<file path="src/ctagc_pkg.sv">
// Purpose: shared constants and carrier types of the converter test and gain set-up bank
// Assumes: 8-bit registers, each on one aligned 32-bit APB word at byte address 4 * index
// Notes: all registers clear to zero at reset
package ctagc_pkg;
	// ----------------------------------------
	// register indices (byte address = 4 * index)
	// ----------------------------------------
	localparam logic [7:0] IDX_CLK_GATE = 8'h18;
	localparam logic [7:0] IDX_PD_OVR = 8'h1A;
	localparam logic [7:0] IDX_FMT_MUX = 8'h1C;
	localparam logic [7:0] IDX_GAIN_CLIP = 8'h1E;
	localparam logic [7:0] IDX_SAT_THR = 8'h20;
	localparam logic [7:0] IDX_RF_PAD = 8'h22;
	localparam logic [7:0] IDX_HI_SAT = 8'h24;
	localparam logic [7:0] IDX_LOCK_IN = 8'h26;
	localparam logic [7:0] IDX_LOCK_POS = 8'h28;
	localparam logic [7:0] IDX_BACKOFF = 8'h2A;
	localparam logic [7:0] IDX_TBL_ADDR = 8'h2C;
	localparam logic [7:0] IDX_TBL_DATA = 8'h2E;
	localparam logic [7:0] IDX_LOW_SAT = 8'h38;
	localparam logic [7:0] IDX_TEST1 = 8'h40;
	localparam logic [7:0] REG_RESET = 8'h00;
	// ----------------------------------------
	// field positions
	// ----------------------------------------
	localparam int CLK_SRC_BIT = 7;
	localparam int MANUAL_PD_BIT = 0;
	localparam int FMT_BIT = 7;
	localparam int MUX_LSB = 4;
	localparam int TBUS_DAC_BIT = 3;
	localparam int RFADC_DAC_BIT = 2;
	localparam int TRIM_HIGH_BIT = 1;
	localparam int TRIM_LOW_BIT = 0;
	localparam int TBL_RD_BIT = 5;
	localparam int TEST_IN_BIT = 4;
	localparam int LOWRATE_BIT = 7;
	localparam logic [2:0] TONE_OFF_CODE = 3'h7;
	localparam logic [5:0] SYNC_PULSE = 6'h20;
	// ----------------------------------------
	// types
	// ----------------------------------------
	typedef enum logic [2:0] {
		SRC_TX_FILTER = 3'b000,
		SRC_DOWNCONV = 3'b001,
		SRC_CHIP_TIMING = 3'b010,
		SRC_ADC = 3'b011,
		SRC_WINNERS = 3'b100,
		SRC_MF_WEIGHTS = 3'b101,
		SRC_TEST_BUS = 3'b110,
		SRC_CORR_LOWRATE = 3'b111
	} ctagc_sel_type;
	typedef struct packed {
		logic [11:0] paddr;
		logic psel;
		logic penable;
		logic pwrite;
		logic [31:0] pwdata;
	} ctagc_apb_req_type;
	typedef struct packed {
		logic [31:0] prdata;
		logic pready;
		logic pslverr;
	} ctagc_apb_rsp_type;
	typedef struct packed {
		logic [5:0] tx_filt_i;
		logic [5:0] tx_filt_q;
		logic [5:0] dconv_i;
		logic [5:0] dconv_q;
		logic [11:0] chip_timing_accumulator;
		logic [7:0] transform_winner_inphase;
		logic [7:0] transform_winner_quadrature;
		logic [15:0][7:0] channel_matched_filter;
		logic [5:0] corr_out;
		logic [5:0] lowrate_i;
		logic [5:0] lowrate_q;
	} ctagc_taps_type;
	typedef struct packed {
		logic standby;
		logic transmit_sleep;
		logic receive_sleep;
		logic quadrature_sleep;
		logic an_tx_shutdown;
		logic an_rx_shutdown;
		logic an_standby;
	} ctagc_pd_type;
	typedef struct packed {
		logic [6:0] gain_clip;
		logic [3:0] sat_mid;
		logic [3:0] sat_low;
		logic [5:0] rf_pad;
		logic [3:0] hi_sat_count;
		logic [4:0] hi_step;
		logic [4:0] mid_step;
		logic [3:0] low_step;
		logic [2:0] tone_scale;
		logic tone_force_on;
		logic tone_force_off;
		logic [4:0] lock_in;
		logic [2:0] max_lock;
		logic [4:0] lock_pos;
		logic [5:0] backoff;
	} ctagc_agc_cfg_type;
endpackage : ctagc_pkg
</file>
<file path="src/ctagc_bank.sv">
// Purpose: configuration bank for converter clocks, power-down, test DAC mux and gain set-up
// Assumes: APB slave with zero wait states; AGC logic and converters on clk
// Notes: pin inputs pass two flip-flops before use
//
// Design decision made here: the APB register port.
`timescale 1ns/1ps
// Summary of operation
// - clock-source bit chooses internal clocks or the serial input pin for converters.
// - seven clock gates, 0 enables and 1 disables, bits 6 down to 0.
// - manual bit chooses power-down drive from registers or reset and power enables.
// - under manual control each bit 7..1 asserts its power-down signal when 1.
// - format bit gives two's complement when 0, offset binary when 1.
// - select codes 000..011 route filter, down-converter, chip timing or A/D samples.
// - codes 100..111 route winners, matched-filter weights, test bus, correlator/low-rate.
// - RF A/D into RX DAC wins; test bus into DACs only when it is off.
// - attenuator accumulator held between zero and the programmed gain clip.
// - mid and low saturation counts in upper and lower nibble set step use.
// - six-bit RF pad value in dB feeds the signal strength calculation.
// - saturations above high count apply twice the programmed high step.
// - tone detector scale; zero forces active, all ones forces inactive.
// - five-bit inner lock-in window in half steps.
// - diversity search allowed when lock updates do not exceed the maximum.
// - five-bit positive outer lock window.
// - six-bit backoff in half-dB sets converter headroom.
// - table-read bit makes data register reads return the table entry.
// - unused bits are stored and read back; software writes them zero.
// - table data register holds an unsigned seven-bit entry.
// - test-mode bit turns the test bus pins into inputs.
// - bit 7 of the test register picks correlator or low-rate samples for code 111.
module ctagc_bank (
	input wire logic clk,
	input wire logic nrst,
	input wire ctagc_pkg::ctagc_apb_req_type apb_req,
	output ctagc_pkg::ctagc_apb_rsp_type apb_rsp,
	input wire logic transmit_power_enable,
	input wire logic receive_power_enable,
	input wire ctagc_pkg::ctagc_taps_type taps,
	input wire logic [5:0] adc_i_raw,
	input wire logic [5:0] adc_q_raw,
	input wire logic [5:0] adc_rf_raw,
	input wire logic [6:0] rx_dac_normal,
	input wire logic [6:0] tx_dac_normal,
	input wire logic [5:0] test_bus_in,
	input wire logic [5:0] test_bus_drive,
	input wire logic [8:0] atten_req,
	input wire logic [4:0] sat_count,
	input wire logic [2:0] lock_updates,
	input wire logic [4:0] table_rd_addr,
	output logic conv_clk_from_serial_pin,
	output logic [6:0] conv_clk_gate_off,
	output ctagc_pkg::ctagc_pd_type power_down,
	output logic [5:0] adc_i_out,
	output logic [5:0] adc_q_out,
	output logic [5:0] adc_rf_out,
	output logic [5:0] iq_dac_i,
	output logic [5:0] iq_dac_q,
	output logic [6:0] rx_dac,
	output logic [6:0] tx_dac,
	output logic [5:0] test_bus_out,
	output logic test_bus_oe_n,
	output logic ref_trim_high,
	output logic ref_trim_low,
	output ctagc_pkg::ctagc_agc_cfg_type agc_cfg,
	output logic [6:0] atten_acc,
	output logic hi_step_apply,
	output logic mid_step_apply,
	output logic low_step_apply,
	output logic diversity_allowed,
	output logic [6:0] table_rd_data
);
	import ctagc_pkg::*;

	typedef struct packed {
		logic [7:0] clk_gate;
		logic [7:0] pd_ovr;
		logic [7:0] fmt_mux;
		logic [7:0] gain_clip;
		logic [7:0] sat_thr;
		logic [7:0] rf_pad;
		logic [7:0] hi_sat;
		logic [7:0] lock_in;
		logic [7:0] lock_pos;
		logic [7:0] backoff;
		logic [7:0] tbl_addr;
		logic [7:0] tbl_data;
		logic [7:0] low_sat;
		logic [7:0] test1;
		logic [31:0][6:0] table_mem;
		logic transmit_power_enable_meta;
		logic transmit_power_enable_sync;
		logic receive_power_enable_meta;
		logic receive_power_enable_sync;
		logic [5:0] tb_meta;
		logic [5:0] tb_sync;
		logic [4:0] mf_phase;
		logic [31:0] prdata;
		logic pslverr;
		ctagc_pd_type pd;
		logic [5:0] adc_i;
		logic [5:0] adc_q;
		logic [5:0] adc_rf;
		logic [5:0] dac_i;
		logic [5:0] dac_q;
		logic [6:0] rx_dac;
		logic [6:0] tx_dac;
		logic [6:0] acc;
		logic hi_apply;
		logic mid_apply;
		logic low_apply;
		logic div_ok;
		logic [6:0] tbl_rd;
	} ctagc_state_type;

	ctagc_state_type state_r;
	ctagc_state_type state_nxt;
	logic rst_meta_r;
	logic rst_sync_n_r;
	logic [7:0] idx;
	logic aligned;
	logic setup_phase;
	logic wr_access;
	logic [5:0] mux_i;
	logic [5:0] mux_q;
	logic [7:0] wbyte;

	// ----------------------------------------
	// reset release
	// ----------------------------------------
	// two-stage release of the async reset
	always_ff @(posedge clk or negedge nrst) begin
		if (!nrst) begin
			rst_meta_r <= 1'b0;
			rst_sync_n_r <= 1'b0;
		end else begin
			rst_meta_r <= 1'b1;
			rst_sync_n_r <= rst_meta_r;
		end
	end

	// ----------------------------------------
	// bus decode
	// ----------------------------------------
	// word index and phase terms
	assign idx = apb_req.paddr[9:2];
	assign aligned = (apb_req.paddr[1:0] == 2'b00) && (apb_req.paddr[11:10] == 2'b00);
	assign setup_phase = apb_req.psel && !apb_req.penable;
	assign wr_access = apb_req.psel && apb_req.penable && apb_req.pwrite;
	assign wbyte = apb_req.pwdata[7:0];

	// zero-wait answer; data captured during setup
	assign apb_rsp.pready = apb_req.psel && apb_req.penable;
	assign apb_rsp.prdata = state_r.prdata;
	assign apb_rsp.pslverr = state_r.pslverr && apb_req.psel && apb_req.penable;

	// ----------------------------------------
	// test DAC source
	// ----------------------------------------
	ctagc_dac_mux u_dac_mux (
		.sel(ctagc_sel_type'(state_r.fmt_mux[MUX_LSB +: 3])),
		.lowrate_sel(state_r.test1[LOWRATE_BIT]),
		.taps(taps),
		.adc_i(adc_i_raw),
		.adc_q(adc_q_raw),
		.test_bus(state_r.tb_sync),
		.mf_phase(state_r.mf_phase),
		.dac_i(mux_i),
		.dac_q(mux_q)
	);

	// ----------------------------------------
	// next state
	// ----------------------------------------
	always_comb begin
		state_nxt = state_r;

		// pin synchronisers
		state_nxt.transmit_power_enable_meta = transmit_power_enable;
		state_nxt.transmit_power_enable_sync = state_r.transmit_power_enable_meta;
		state_nxt.receive_power_enable_meta = receive_power_enable;
		state_nxt.receive_power_enable_sync = state_r.receive_power_enable_meta;
		state_nxt.tb_meta = test_bus_in;
		state_nxt.tb_sync = state_r.tb_meta;

		// read capture in setup phase
		if (setup_phase) begin
			state_nxt.prdata = 32'h00000000;
			state_nxt.pslverr = 1'b0;
			if (!aligned) begin
				state_nxt.pslverr = 1'b1;
			end else begin
				unique case (idx)
					IDX_CLK_GATE: state_nxt.prdata[7:0] = state_r.clk_gate;
					IDX_PD_OVR: state_nxt.prdata[7:0] = state_r.pd_ovr;
					IDX_FMT_MUX: state_nxt.prdata[7:0] = state_r.fmt_mux;
					IDX_GAIN_CLIP: state_nxt.prdata[7:0] = state_r.gain_clip;
					IDX_SAT_THR: state_nxt.prdata[7:0] = state_r.sat_thr;
					IDX_RF_PAD: state_nxt.prdata[7:0] = state_r.rf_pad;
					IDX_HI_SAT: state_nxt.prdata[7:0] = state_r.hi_sat;
					IDX_LOCK_IN: state_nxt.prdata[7:0] = state_r.lock_in;
					IDX_LOCK_POS: state_nxt.prdata[7:0] = state_r.lock_pos;
					IDX_BACKOFF: state_nxt.prdata[7:0] = state_r.backoff;
					IDX_TBL_ADDR: state_nxt.prdata[7:0] = state_r.tbl_addr;
					IDX_TBL_DATA: begin
						if (state_r.tbl_addr[TBL_RD_BIT]) begin
							state_nxt.prdata[6:0] = state_r.table_mem[state_r.tbl_addr[4:0]];
						end else begin
							state_nxt.prdata[7:0] = state_r.tbl_data;
						end
					end
					IDX_LOW_SAT: state_nxt.prdata[7:0] = state_r.low_sat;
					IDX_TEST1: state_nxt.prdata[7:0] = state_r.test1;
					default: state_nxt.pslverr = 1'b1;
				endcase
			end
		end

		// register writes at access edge
		if (wr_access && aligned) begin
			unique case (idx)
				IDX_CLK_GATE: state_nxt.clk_gate = wbyte;
				IDX_PD_OVR: state_nxt.pd_ovr = wbyte;
				IDX_FMT_MUX: state_nxt.fmt_mux = wbyte;
				IDX_GAIN_CLIP: state_nxt.gain_clip = wbyte;
				IDX_SAT_THR: state_nxt.sat_thr = wbyte;
				IDX_RF_PAD: state_nxt.rf_pad = wbyte;
				IDX_HI_SAT: state_nxt.hi_sat = wbyte;
				IDX_LOCK_IN: state_nxt.lock_in = wbyte;
				IDX_LOCK_POS: state_nxt.lock_pos = wbyte;
				IDX_BACKOFF: state_nxt.backoff = wbyte;
				IDX_TBL_ADDR: state_nxt.tbl_addr = wbyte;
				IDX_TBL_DATA: begin
					// seven-bit entry, also loads the table when the table-read bit is set
					state_nxt.tbl_data = wbyte;
					if (state_r.tbl_addr[TBL_RD_BIT]) begin
						state_nxt.table_mem[state_r.tbl_addr[4:0]] = wbyte[6:0];
					end
				end
				IDX_LOW_SAT: state_nxt.low_sat = wbyte;
				IDX_TEST1: state_nxt.test1 = wbyte;
				default: state_nxt.pslverr = state_r.pslverr;
			endcase
		end

		if (state_r.pd_ovr[MANUAL_PD_BIT]) begin
			state_nxt.pd = ctagc_pd_type'(state_r.pd_ovr[7:1]);
		end else begin
			state_nxt.pd.standby = 1'b0;
			state_nxt.pd.an_standby = 1'b0;
			state_nxt.pd.transmit_sleep = !state_r.transmit_power_enable_sync;
			state_nxt.pd.an_tx_shutdown = !state_r.transmit_power_enable_sync;
			state_nxt.pd.receive_sleep = !state_r.receive_power_enable_sync;
			state_nxt.pd.an_rx_shutdown = !state_r.receive_power_enable_sync;
			state_nxt.pd.quadrature_sleep = !(state_r.transmit_power_enable_sync || state_r.receive_power_enable_sync);
		end

		if (state_r.fmt_mux[FMT_BIT]) begin
			state_nxt.adc_i = {~adc_i_raw[5], adc_i_raw[4:0]};
			state_nxt.adc_q = {~adc_q_raw[5], adc_q_raw[4:0]};
			state_nxt.adc_rf = {~adc_rf_raw[5], adc_rf_raw[4:0]};
		end else begin
			state_nxt.adc_i = adc_i_raw;
			state_nxt.adc_q = adc_q_raw;
			state_nxt.adc_rf = adc_rf_raw;
		end

		// weight walk, one step per clock
		state_nxt.mf_phase = state_r.mf_phase + 5'd1;
		state_nxt.dac_i = mux_i;
		state_nxt.dac_q = mux_q;

		state_nxt.rx_dac = rx_dac_normal;
		state_nxt.tx_dac = tx_dac_normal;
		if (state_r.fmt_mux[RFADC_DAC_BIT]) begin
			state_nxt.rx_dac = {1'b0, state_r.adc_rf};
		end else if (state_r.fmt_mux[TBUS_DAC_BIT]) begin
			state_nxt.rx_dac = {1'b0, state_r.tb_sync};
			state_nxt.tx_dac = {1'b0, state_r.tb_sync};
		end

		if (atten_req[8]) begin
			state_nxt.acc = 7'h00;
		end else if (atten_req[7:0] > {1'b0, state_r.gain_clip[6:0]}) begin
			state_nxt.acc = state_r.gain_clip[6:0];
		end else begin
			state_nxt.acc = atten_req[6:0];
		end

		state_nxt.mid_apply = sat_count > {1'b0, state_r.sat_thr[7:4]};
		state_nxt.low_apply = sat_count > {1'b0, state_r.sat_thr[3:0]};
		state_nxt.hi_apply = sat_count > {1'b0, state_r.hi_sat[3:0]};
		state_nxt.div_ok = lock_updates <= state_r.lock_pos[7:5];

		// gain table read port
		state_nxt.tbl_rd = state_r.table_mem[table_rd_addr];
	end

	// ----------------------------------------
	// state register
	// ----------------------------------------
	always_ff @(posedge clk or negedge rst_sync_n_r) begin
		if (!rst_sync_n_r) begin
			state_r <= '0;
			state_r.pd <= 7'h7F;
		end else begin
			state_r <= state_nxt;
		end
	end

	// ----------------------------------------
	// converter controls
	// ----------------------------------------
	// clock source select
	assign conv_clk_from_serial_pin = state_r.clk_gate[CLK_SRC_BIT];
	assign conv_clk_gate_off = state_r.clk_gate[6:0];
	assign power_down = state_r.pd;
	assign adc_i_out = state_r.adc_i;
	assign adc_q_out = state_r.adc_q;
	assign adc_rf_out = state_r.adc_rf;
	assign iq_dac_i = state_r.dac_i;
	assign iq_dac_q = state_r.dac_q;
	assign rx_dac = state_r.rx_dac;
	assign tx_dac = state_r.tx_dac;
	assign ref_trim_high = state_r.fmt_mux[TRIM_HIGH_BIT];
	assign ref_trim_low = state_r.fmt_mux[TRIM_LOW_BIT];

	// ----------------------------------------
	// test bus pins
	// ----------------------------------------
	// test mode makes pins inputs
	assign test_bus_oe_n = state_r.test1[TEST_IN_BIT];
	assign test_bus_out = test_bus_drive;

	// ----------------------------------------
	// gain set-up outputs
	// ----------------------------------------
	assign agc_cfg.gain_clip = state_r.gain_clip[6:0];
	assign agc_cfg.sat_mid = state_r.sat_thr[7:4];
	assign agc_cfg.sat_low = state_r.sat_thr[3:0];
	assign agc_cfg.rf_pad = state_r.rf_pad[5:0];
	assign agc_cfg.hi_sat_count = state_r.hi_sat[3:0];
	assign agc_cfg.hi_step = {state_r.hi_sat[7:4], 1'b0};
	assign agc_cfg.mid_step = {state_r.low_sat[7:4], 1'b0};
	assign agc_cfg.low_step = state_r.low_sat[3:0];
	assign agc_cfg.tone_scale = state_r.lock_in[7:5];
	assign agc_cfg.tone_force_on = state_r.lock_in[7:5] == 3'h0;
	assign agc_cfg.tone_force_off = state_r.lock_in[7:5] == TONE_OFF_CODE;
	assign agc_cfg.lock_in = state_r.lock_in[4:0];
	assign agc_cfg.max_lock = state_r.lock_pos[7:5];
	assign agc_cfg.lock_pos = state_r.lock_pos[4:0];
	assign agc_cfg.backoff = state_r.backoff[5:0];

	assign atten_acc = state_r.acc;
	assign hi_step_apply = state_r.hi_apply;
	assign mid_step_apply = state_r.mid_apply;
	assign low_step_apply = state_r.low_apply;
	assign diversity_allowed = state_r.div_ok;
	assign table_rd_data = state_r.tbl_rd;
endmodule : ctagc_bank

</file>
<file path="src/ctagc_dac_mux.sv">
// Purpose: picks the I/Q test DAC source from the select code
// Assumes: all inputs on clk; output is combinational, registered by the caller
// Notes: matched-filter weights interleave with a sync pulse
`timescale 1ns/1ps
module ctagc_dac_mux (
	input wire ctagc_pkg::ctagc_sel_type sel,
	input wire logic lowrate_sel,
	input wire ctagc_pkg::ctagc_taps_type taps,
	input wire logic [5:0] adc_i,
	input wire logic [5:0] adc_q,
	input wire logic [5:0] test_bus,
	input wire logic [4:0] mf_phase,
	output logic [5:0] dac_i,
	output logic [5:0] dac_q
);
	import ctagc_pkg::*;

	logic [5:0] weight;

	// ----------------------------------------
	// source selection
	// ----------------------------------------
	// upper bits of the current weight
	assign weight = taps.channel_matched_filter[mf_phase[4:1]][7:2];

	// one source per select code
	always_comb begin
		dac_i = taps.tx_filt_i;
		dac_q = taps.tx_filt_q;
		unique case (sel)
			SRC_TX_FILTER: begin
				dac_i = taps.tx_filt_i;
				dac_q = taps.tx_filt_q;
			end
			SRC_DOWNCONV: begin
				dac_i = taps.dconv_i;
				dac_q = taps.dconv_q;
			end
			SRC_CHIP_TIMING: begin
				dac_i = 6'h00;
				dac_q = taps.chip_timing_accumulator[11:6];
			end
			SRC_ADC: begin
				dac_i = adc_i;
				dac_q = adc_q;
			end
			SRC_WINNERS: begin
				dac_i = taps.transform_winner_inphase[7:2];
				dac_q = taps.transform_winner_quadrature[7:2];
			end
			SRC_MF_WEIGHTS: begin
				dac_i = mf_phase[0] ? SYNC_PULSE : weight;
				dac_q = mf_phase[0] ? SYNC_PULSE : weight;
			end
			SRC_TEST_BUS: begin
				dac_i = test_bus;
				dac_q = test_bus;
			end
			SRC_CORR_LOWRATE: begin
				dac_i = lowrate_sel ? taps.lowrate_i : taps.corr_out;
				dac_q = lowrate_sel ? taps.lowrate_q : taps.corr_out;
			end
		endcase
	end
endmodule : ctagc_dac_mux

</file>
<file path="config.mk">
export PLATFORM = sky130hd
export DESIGN_NAME = ctagc_bank
export DESIGN_NICKNAME = d
export VERILOG_FILES = /design/src/ctagc_pkg.sv /design/src/ctagc_bank.sv /design/src/ctagc_dac_mux.sv
export SDC_FILE = /design/constraint.sdc
export NUM_CORES = 1
export LEC_CHECK = 0
export ABC_AREA = 0
export BUFFER_PORTS_ARGS = -buffer_cell sky130_fd_sc_hd__buf_2
export CORE_ASPECT_RATIO = 0.75
export CORE_MARGIN = 5
export CORE_UTILIZATION = 46
export CTS_BUF_LIST = sky130_fd_sc_hd__clkbuf_4
export CTS_CLUSTER_DIAMETER = 100
export DETAILED_ROUTE_END_ITERATION = 10
export PLACE_DENSITY = 0.69
export REMOVE_ABC_BUFFERS = 1
export SLEW_MARGIN = 0
export SYNTH_ARGS = -nofsm -noshare
export SYNTH_HDL_FRONTEND = slang
export SYNTH_SLANG_ARGS = --single-unit
</file>
<file path="constraint.sdc">
create_clock -name clk -period 14.4 [get_ports clk]
set_clock_uncertainty 0.1 [all_clocks]
set_input_delay 0.72 -clock clk [delete_from_list [all_inputs] [get_ports clk]]
set_output_delay 0.72 -clock clk [all_outputs]
set_load 0.005 [all_outputs]
</file>
# --- Word-level counts from Yosys, hierarchy flattened ---
# Cells that the tools add are included.
totals:
  word_cells: 176
  input_bits: 315
  regBits: 437
  out_inout_bits: 183
classes:
  bitwise: 3
  muxes: 30
  eq_ne: 23
  n_addsub: 1
  n_lt_le_gt_ge: 9
  n_reduce_logical: 33
op_table:
  columns: ["operator", "count"]
  rows:
  - ["$bwmux W224", 1]
  - ["$pmux W8 S14", 1]
  - ["$pmux W6 S8", 2]
  - ["$eq A8 B6 Y1 const B", 9]
  - ["$bmux W7 S5", 2]
  - ["$mux W7", 9]
  - ["$demux W7 S5", 1]
  - ["$bmux W8 S4", 1]
  - ["$eq A8 B5 Y1 const B", 4]
  - ["$reduce_and A2 Y1", 14]
  - ["$mux W18", 1]
  - ["$mux W6", 3]
  - ["$mux W8", 2]
  - ["$eq A3 B3 Y1 const B", 5]
  - ["$gt A5 B4 Y1", 3]
  - ["$mux W14", 1]
  - ["$reduce_or A14 Y1", 1]
  - ["$lt A5 B6 Y1 const B", 2]
  - ["$eq A8 B7 Y1 const B", 1]
  - ["$gt A8 B7 Y1", 1]
  - ["$logic_and A1 B1 Y1", 8]
  - ["$eq A3 B2 Y1 const B", 2]
  - ["$logic_not A3 Y1", 2]
  - ["$mux W1", 6]
  - ["11 further kinds", 17]

# --- Longest topological paths before layout ---
logic_depth:
  ltp_word: 7
  ltp_mapped: 11
  mapped_depth_nobuf: 8

# --- Modules after synthesis ---
# From an unflattened synthesis, not the netlist that was laid out.
hier_totals:
  hier_cells: 1900
  area_unflattened_um2: 24208.2
modules_own_cells:
  columns: ["module", "area_each_um2", "seq_area_each_um2", "cells_per_inst", "instances"]
  rows:
  - ["ctagc_bank", 22546.6, 10944.2, 1670, 1]
  - ["ctagc_dac_mux", 1661.6, 0.0, 230, 1]

# --- Worst setup path before layout ---
# Ideal clock, no wire load.
synth_timing:
  kind: "input to register"
  start: "input table_rd_addr[0]"
  end: "register state_r, in the netlist table_rd_data[0]"
  n_path_buf: 2
  setup_time_ns: 0.125
  stages: 5
  arrival_time_ns: 2.967
  setup_slack_ns: 11.208
  t_required_ns: 14.175
  cell_sequence: "clkbuf_1 -> buf_1 -> mux4_2 -> mux4_2 -> mux2_2"
synth_lines:
  columns: ["element", "line", "rtl"]
  rows:
  - ["start: declaration", "ctagc_bank.sv:48", "input wire logic [4:0] table_rd_addr,"]
  - ["end signal: assignment", "ctagc_bank.sv:305", "state_r <= state_nxt;"]
  - ["end: declaration", "ctagc_bank.sv:114", "ctagc_state_type state_r;"]

# --- Worst setup path in the final report ---
layout_timing:
  start: "register state_r[371] (netlist bit)"
  end: "register state_r, in the netlist apb_rsp[7]"
layout_via:
  elab_chain_cells: 5
layout_lines:
  columns: ["element", "line", "rtl"]
  rows:
  - ["$bmux W7 S5", "ctagc_bank.sv:205", "state_nxt.prdata[6:0] = state_r.table_mem[state_r.tbl_addr[4:0]];"]
  - ["$mux W7 (implied by the code)", "ctagc_bank.sv:205", null]
  - ["$mux W7", "ctagc_bank.sv:204", "if (state_r.tbl_addr[TBL_RD_BIT]) begin"]
  - ["$pmux W8 S14", "ctagc_bank.sv:191", "unique case (idx)"]
  - ["$mux W8", "ctagc_bank.sv:188", "if (!aligned) begin"]
# Every way passes these cells. The select of a mux whose other input is x is not followed.
# A chain may end at the register's enable or synchronous reset.

==> results.sh <==
export IMPL_cts_repair_resized=0
export IMPL_ys_async_sr_fraction=1.000
export IMPL_regToRegEndpoint="apb_rsp[7]"
export IMPL_yosys_top_cells_area="sky130_fd_sc_hd__dfrtp_1 45%, sky130_fd_sc_hd__mux2_2 13%, sky130_fd_sc_hd__mux4_2 13%, sky130_fd_sc_hd__buf_4 5.5%, sky130_fd_sc_hd__mux2i_1 3.0%"
export IMPL_first_iter_violations=1718
export IMPL_most_used_flip_flop_cell_after_synthesis="sky130_fd_sc_hd__dfrtp_1"
export IMPL_clock_root_buffer="sky130_fd_sc_hd__clkbuf_4"
export IMPL_worst_r2r_setup_slack_ps=10490
export IMPL_cp_data_required_time_ps=15060
export IMPL_max_slew_violation_count=0
export IMPL_floorplan_initialDensity=0.4641
export IMPL_antenna_found_initial=12
export IMPL_clock_slew_at_the_register_clock_pins_of_the_worst_setup_and_hold_paths_ps=70
export IMPL_finalNetCount=2520
export IMPL_irDropWorstVdd_mv=0.04383
export IMPL_fraction_of_final_layout_cells_sized_beyond_drive_strength_1=0.4655
export IMPL_ys_warnings_count=0
export IMPL_place_gp_congestion=0.9092
export IMPL_max_freq_mhz=255.9
export IMPL_grt_setup_unrepaired="no"
export IMPL_worst_setup_path_end_kind="flip-flop"
export IMPL_synth_edf_count=0
export IMPL_cp_data_arrival_time_ps=4570
export IMPL_run_status="finished clean"
export IMPL_io_pin_count=498
export IMPL_switching_power_uw=642.6
export IMPL_synth_common_cells="430 x sky130_fd_sc_hd__dfrtp_1, 283 x sky130_fd_sc_hd__mux2_2, 174 x sky130_fd_sc_hd__buf_4, 140 x sky130_fd_sc_hd__mux4_2, 84 x sky130_fd_sc_hd__clkbuf_1"
export IMPL_maxSlewHeadroom=0.2579
export IMPL_finalCritPeriodShare=0.2714
export IMPL_detail_route_wl_per_cell_um=26.49
export IMPL_dieArea_um2=56600
export IMPL_hp_class="input pin to asynchronous set/reset pin"
export IMPL_timing_setup_tns_ps=0
export IMPL_antenna_violating_nets_post_route=0
export IMPL_dieWidth_um=273.0
export IMPL_synth_area_leader_cell="sky130_fd_sc_hd__dfrtp_1"
export IMPL_detail_route_drc_violations=0
export IMPL_p_leak_uw=0.01331
export IMPL_synth_top_area_frac=0.4508
export IMPL_buffer_ports_inserted=393
export IMPL_die_h_um=207.3
export IMPL_synth_seq_area_share=0.4585
export IMPL_sequential_share_of_power=0.490
export IMPL_route_detailed_vias_per_inst=5.920
export IMPL_synthMostInstantiatedCell="sky130_fd_sc_hd__dfrtp_1"
export IMPL_number_of_iterations_in_the_first_detailed_routing_pass=5
export IMPL_power_frac_clock=0.441
export IMPL_route_vias_total=17610
export IMPL_synthesis_instances=1860
export IMPL_crit_path_max_fanout=45
export IMPL_count_of_maximum_capacitance_violations=0
export IMPL_cellInternalPower_uw=1905
export IMPL_syn_cell_area_um2=23870
export IMPL_layout_stage_area_growth_over_the_synthesis_result_pct=14.59
export IMPL_tritoncts_sinks=437
export IMPL_cts_inserted_buffers=114
export IMPL_combinationalPowerShare=0.069
export IMPL_floorplan_rows=72
export IMPL_clk_path_buf_depth=3
export IMPL_groute_usage_overall=0.2735
export IMPL_grt_pass1_vias=17810
export IMPL_synth_avg_cell_area_um2=12.83
export IMPL_core_region_area_um2=51440
export IMPL_power_share_switching=0.2522
export IMPL_overflow=0
export IMPL_reg2regPathDepth=7
export IMPL_synth_seq_cells=437
export IMPL_final_setup_viols=0
export IMPL_r2r_start="state_r[371]"
export IMPL_design_power_total_uw=2548
export IMPL_grt_start_max_net_pins=165
export IMPL_max_slew_worst_pin_slew_ps=1113
export IMPL_path_class="flip-flop to flip-flop"
export IMPL_period_needed_ps=3908
export IMPL_hpwl_mm=56.92
export IMPL_pwr_density_cell_nw_per_um2=93.14
export IMPL_yosysUniqueCellTypes=71
export IMPL_finalHoldViolations=0
export IMPL_wire_length_of_the_first_global_routing_pass_mm=116.8
export IMPL_clock_latency_ps=900
export IMPL_setup_worst_path_start_class="flip-flop"
export IMPL_fillCellCount=4407
export IMPL_cts_htree_levels=3
export IMPL_finalWirelength_mm=78.82
export IMPL_cts_tree="yes"
## worst max-delay path, cell delays in order (launching register included)
cell,delay [ps]
sky130_fd_sc_hd__dfrtp_4,870
sky130_fd_sc_hd__buf_4,770
sky130_fd_sc_hd__mux4_2,630
sky130_fd_sc_hd__a22o_1,280
sky130_fd_sc_hd__a221o_1,320
sky130_fd_sc_hd__a2111oi_0,440
sky130_fd_sc_hd__o2111a_1,260
sky130_fd_sc_hd__o21ai_0,70
## logic make-up (layout without fill, tap and decap cells)
logic type,after synthesis,count (layout),share of synthesized area
fa+ha+maj,23,23,0.01206
mux,551,551,0.3222
flops,437,437,0.4585
compound gates,226,226,0.06127
xor+xnor,6,6,0.002201
other cells,2,35,0.0003146
simple gates,286,286,0.06379
buf+inv,329,708,0.07967
## cell usage in the layout (no fill, tap or decap), types with 53 or more instances in the layout
master                          instances
sky130_fd_sc_hd__mux4_2               140
sky130_fd_sc_hd__dlygate4sd3_1         67
sky130_fd_sc_hd__mux2_1                57
sky130_fd_sc_hd__dfrtp_1              427
sky130_fd_sc_hd__o21ai_0               53
sky130_fd_sc_hd__buf_2                391
sky130_fd_sc_hd__mux2_2               283
sky130_fd_sc_hd__a21oi_1               56
sky130_fd_sc_hd__nand2_1               79
sky130_fd_sc_hd__mux2i_1               71
sky130_fd_sc_hd__clkbuf_4             167
## sequential cells by signal, indices dropped and copies added (netlist names), 6 cells and up
signal,cells
adc_i_out,6
adc_q_out,6
adc_rf_out,6
agc_cfg,59
apb_rsp,8
atten_acc,7
conv_clk_gate_off,7
iq_dac_i,6
iq_dac_q,6
power_down,7
rx_dac,7
state_nxt,8
state_r,280
table_rd_data,7
tx_dac,7
## worst max-delay path by stage
| stage | slack, ps | start | cells after the start | to |
|---|---|---|---|---|
| after floorplan | 1230 | rst_sync_n_r | 0 | adc_i_out[0] |
| after global placement | 10080 | apb_req[36] | 7 | state_r[135] |
| after detailed placement | 10040 | apb_req[36] | 7 | state_r[309] |
| after CTS | 10440 | state_r[371] | 7 | apb_rsp[7] |
| after global routing | 10270 | state_r[371] | 7 | apb_rsp[7] |
| final | 10490 | state_r[371] | 7 | apb_rsp[7] |
## layer usage
layer	part of all wire	global-route usage
met5	0.0013	0
met4	0.025	0.07181
met3	0.11	0.1071
met2	0.43	0.3786
met1	0.43	0.4044
## per-stage QoR
step	std cells	hold slack, ps	setup WS, ps	util	instance area, um2
global placement	2702	232.1	10080	0.4897	25190
CTS	2967	2.919	10440	0.5314	27340
global route	2973	17.88	10270	0.5317	27350
finish	2975	88.84	10490	0.5318	27360
floorplan	1592	231.2	1231	-	22200
detailed placement	2702	234.7	10040	0.4897	25190
## repair_timing
item / in CTS / in global routing
hold buffers: 67 / 0
endpoints found under the hold margin: 62 / 0
setup buffers: 0 / 0
## power by group through the flow
stage	registers, uW	logic (uW)	clock network [uW]
floorplan	1280	40.4	0
finish	1250	175	1120
global placement	1270	157	0
global route	1250	190	1220
CTS	1250	174	1150
detailed placement	1270	159	0
## cell type report
cell class	instances	area, um2	share of cell area
multi-input cells	1119	11130	0.4069
flip-flops and latches	437	10950	0.4004
repair buffers	474	2760	0.1009
clock buffers	167	1254	0.04583
well taps	703	879.6	0.03215
clock inverters	31	222.7	0.008142
inverters	36	135.1	0.004940
diodes	8	20.02	0.0007318
(Power assumes the default switching activity.)
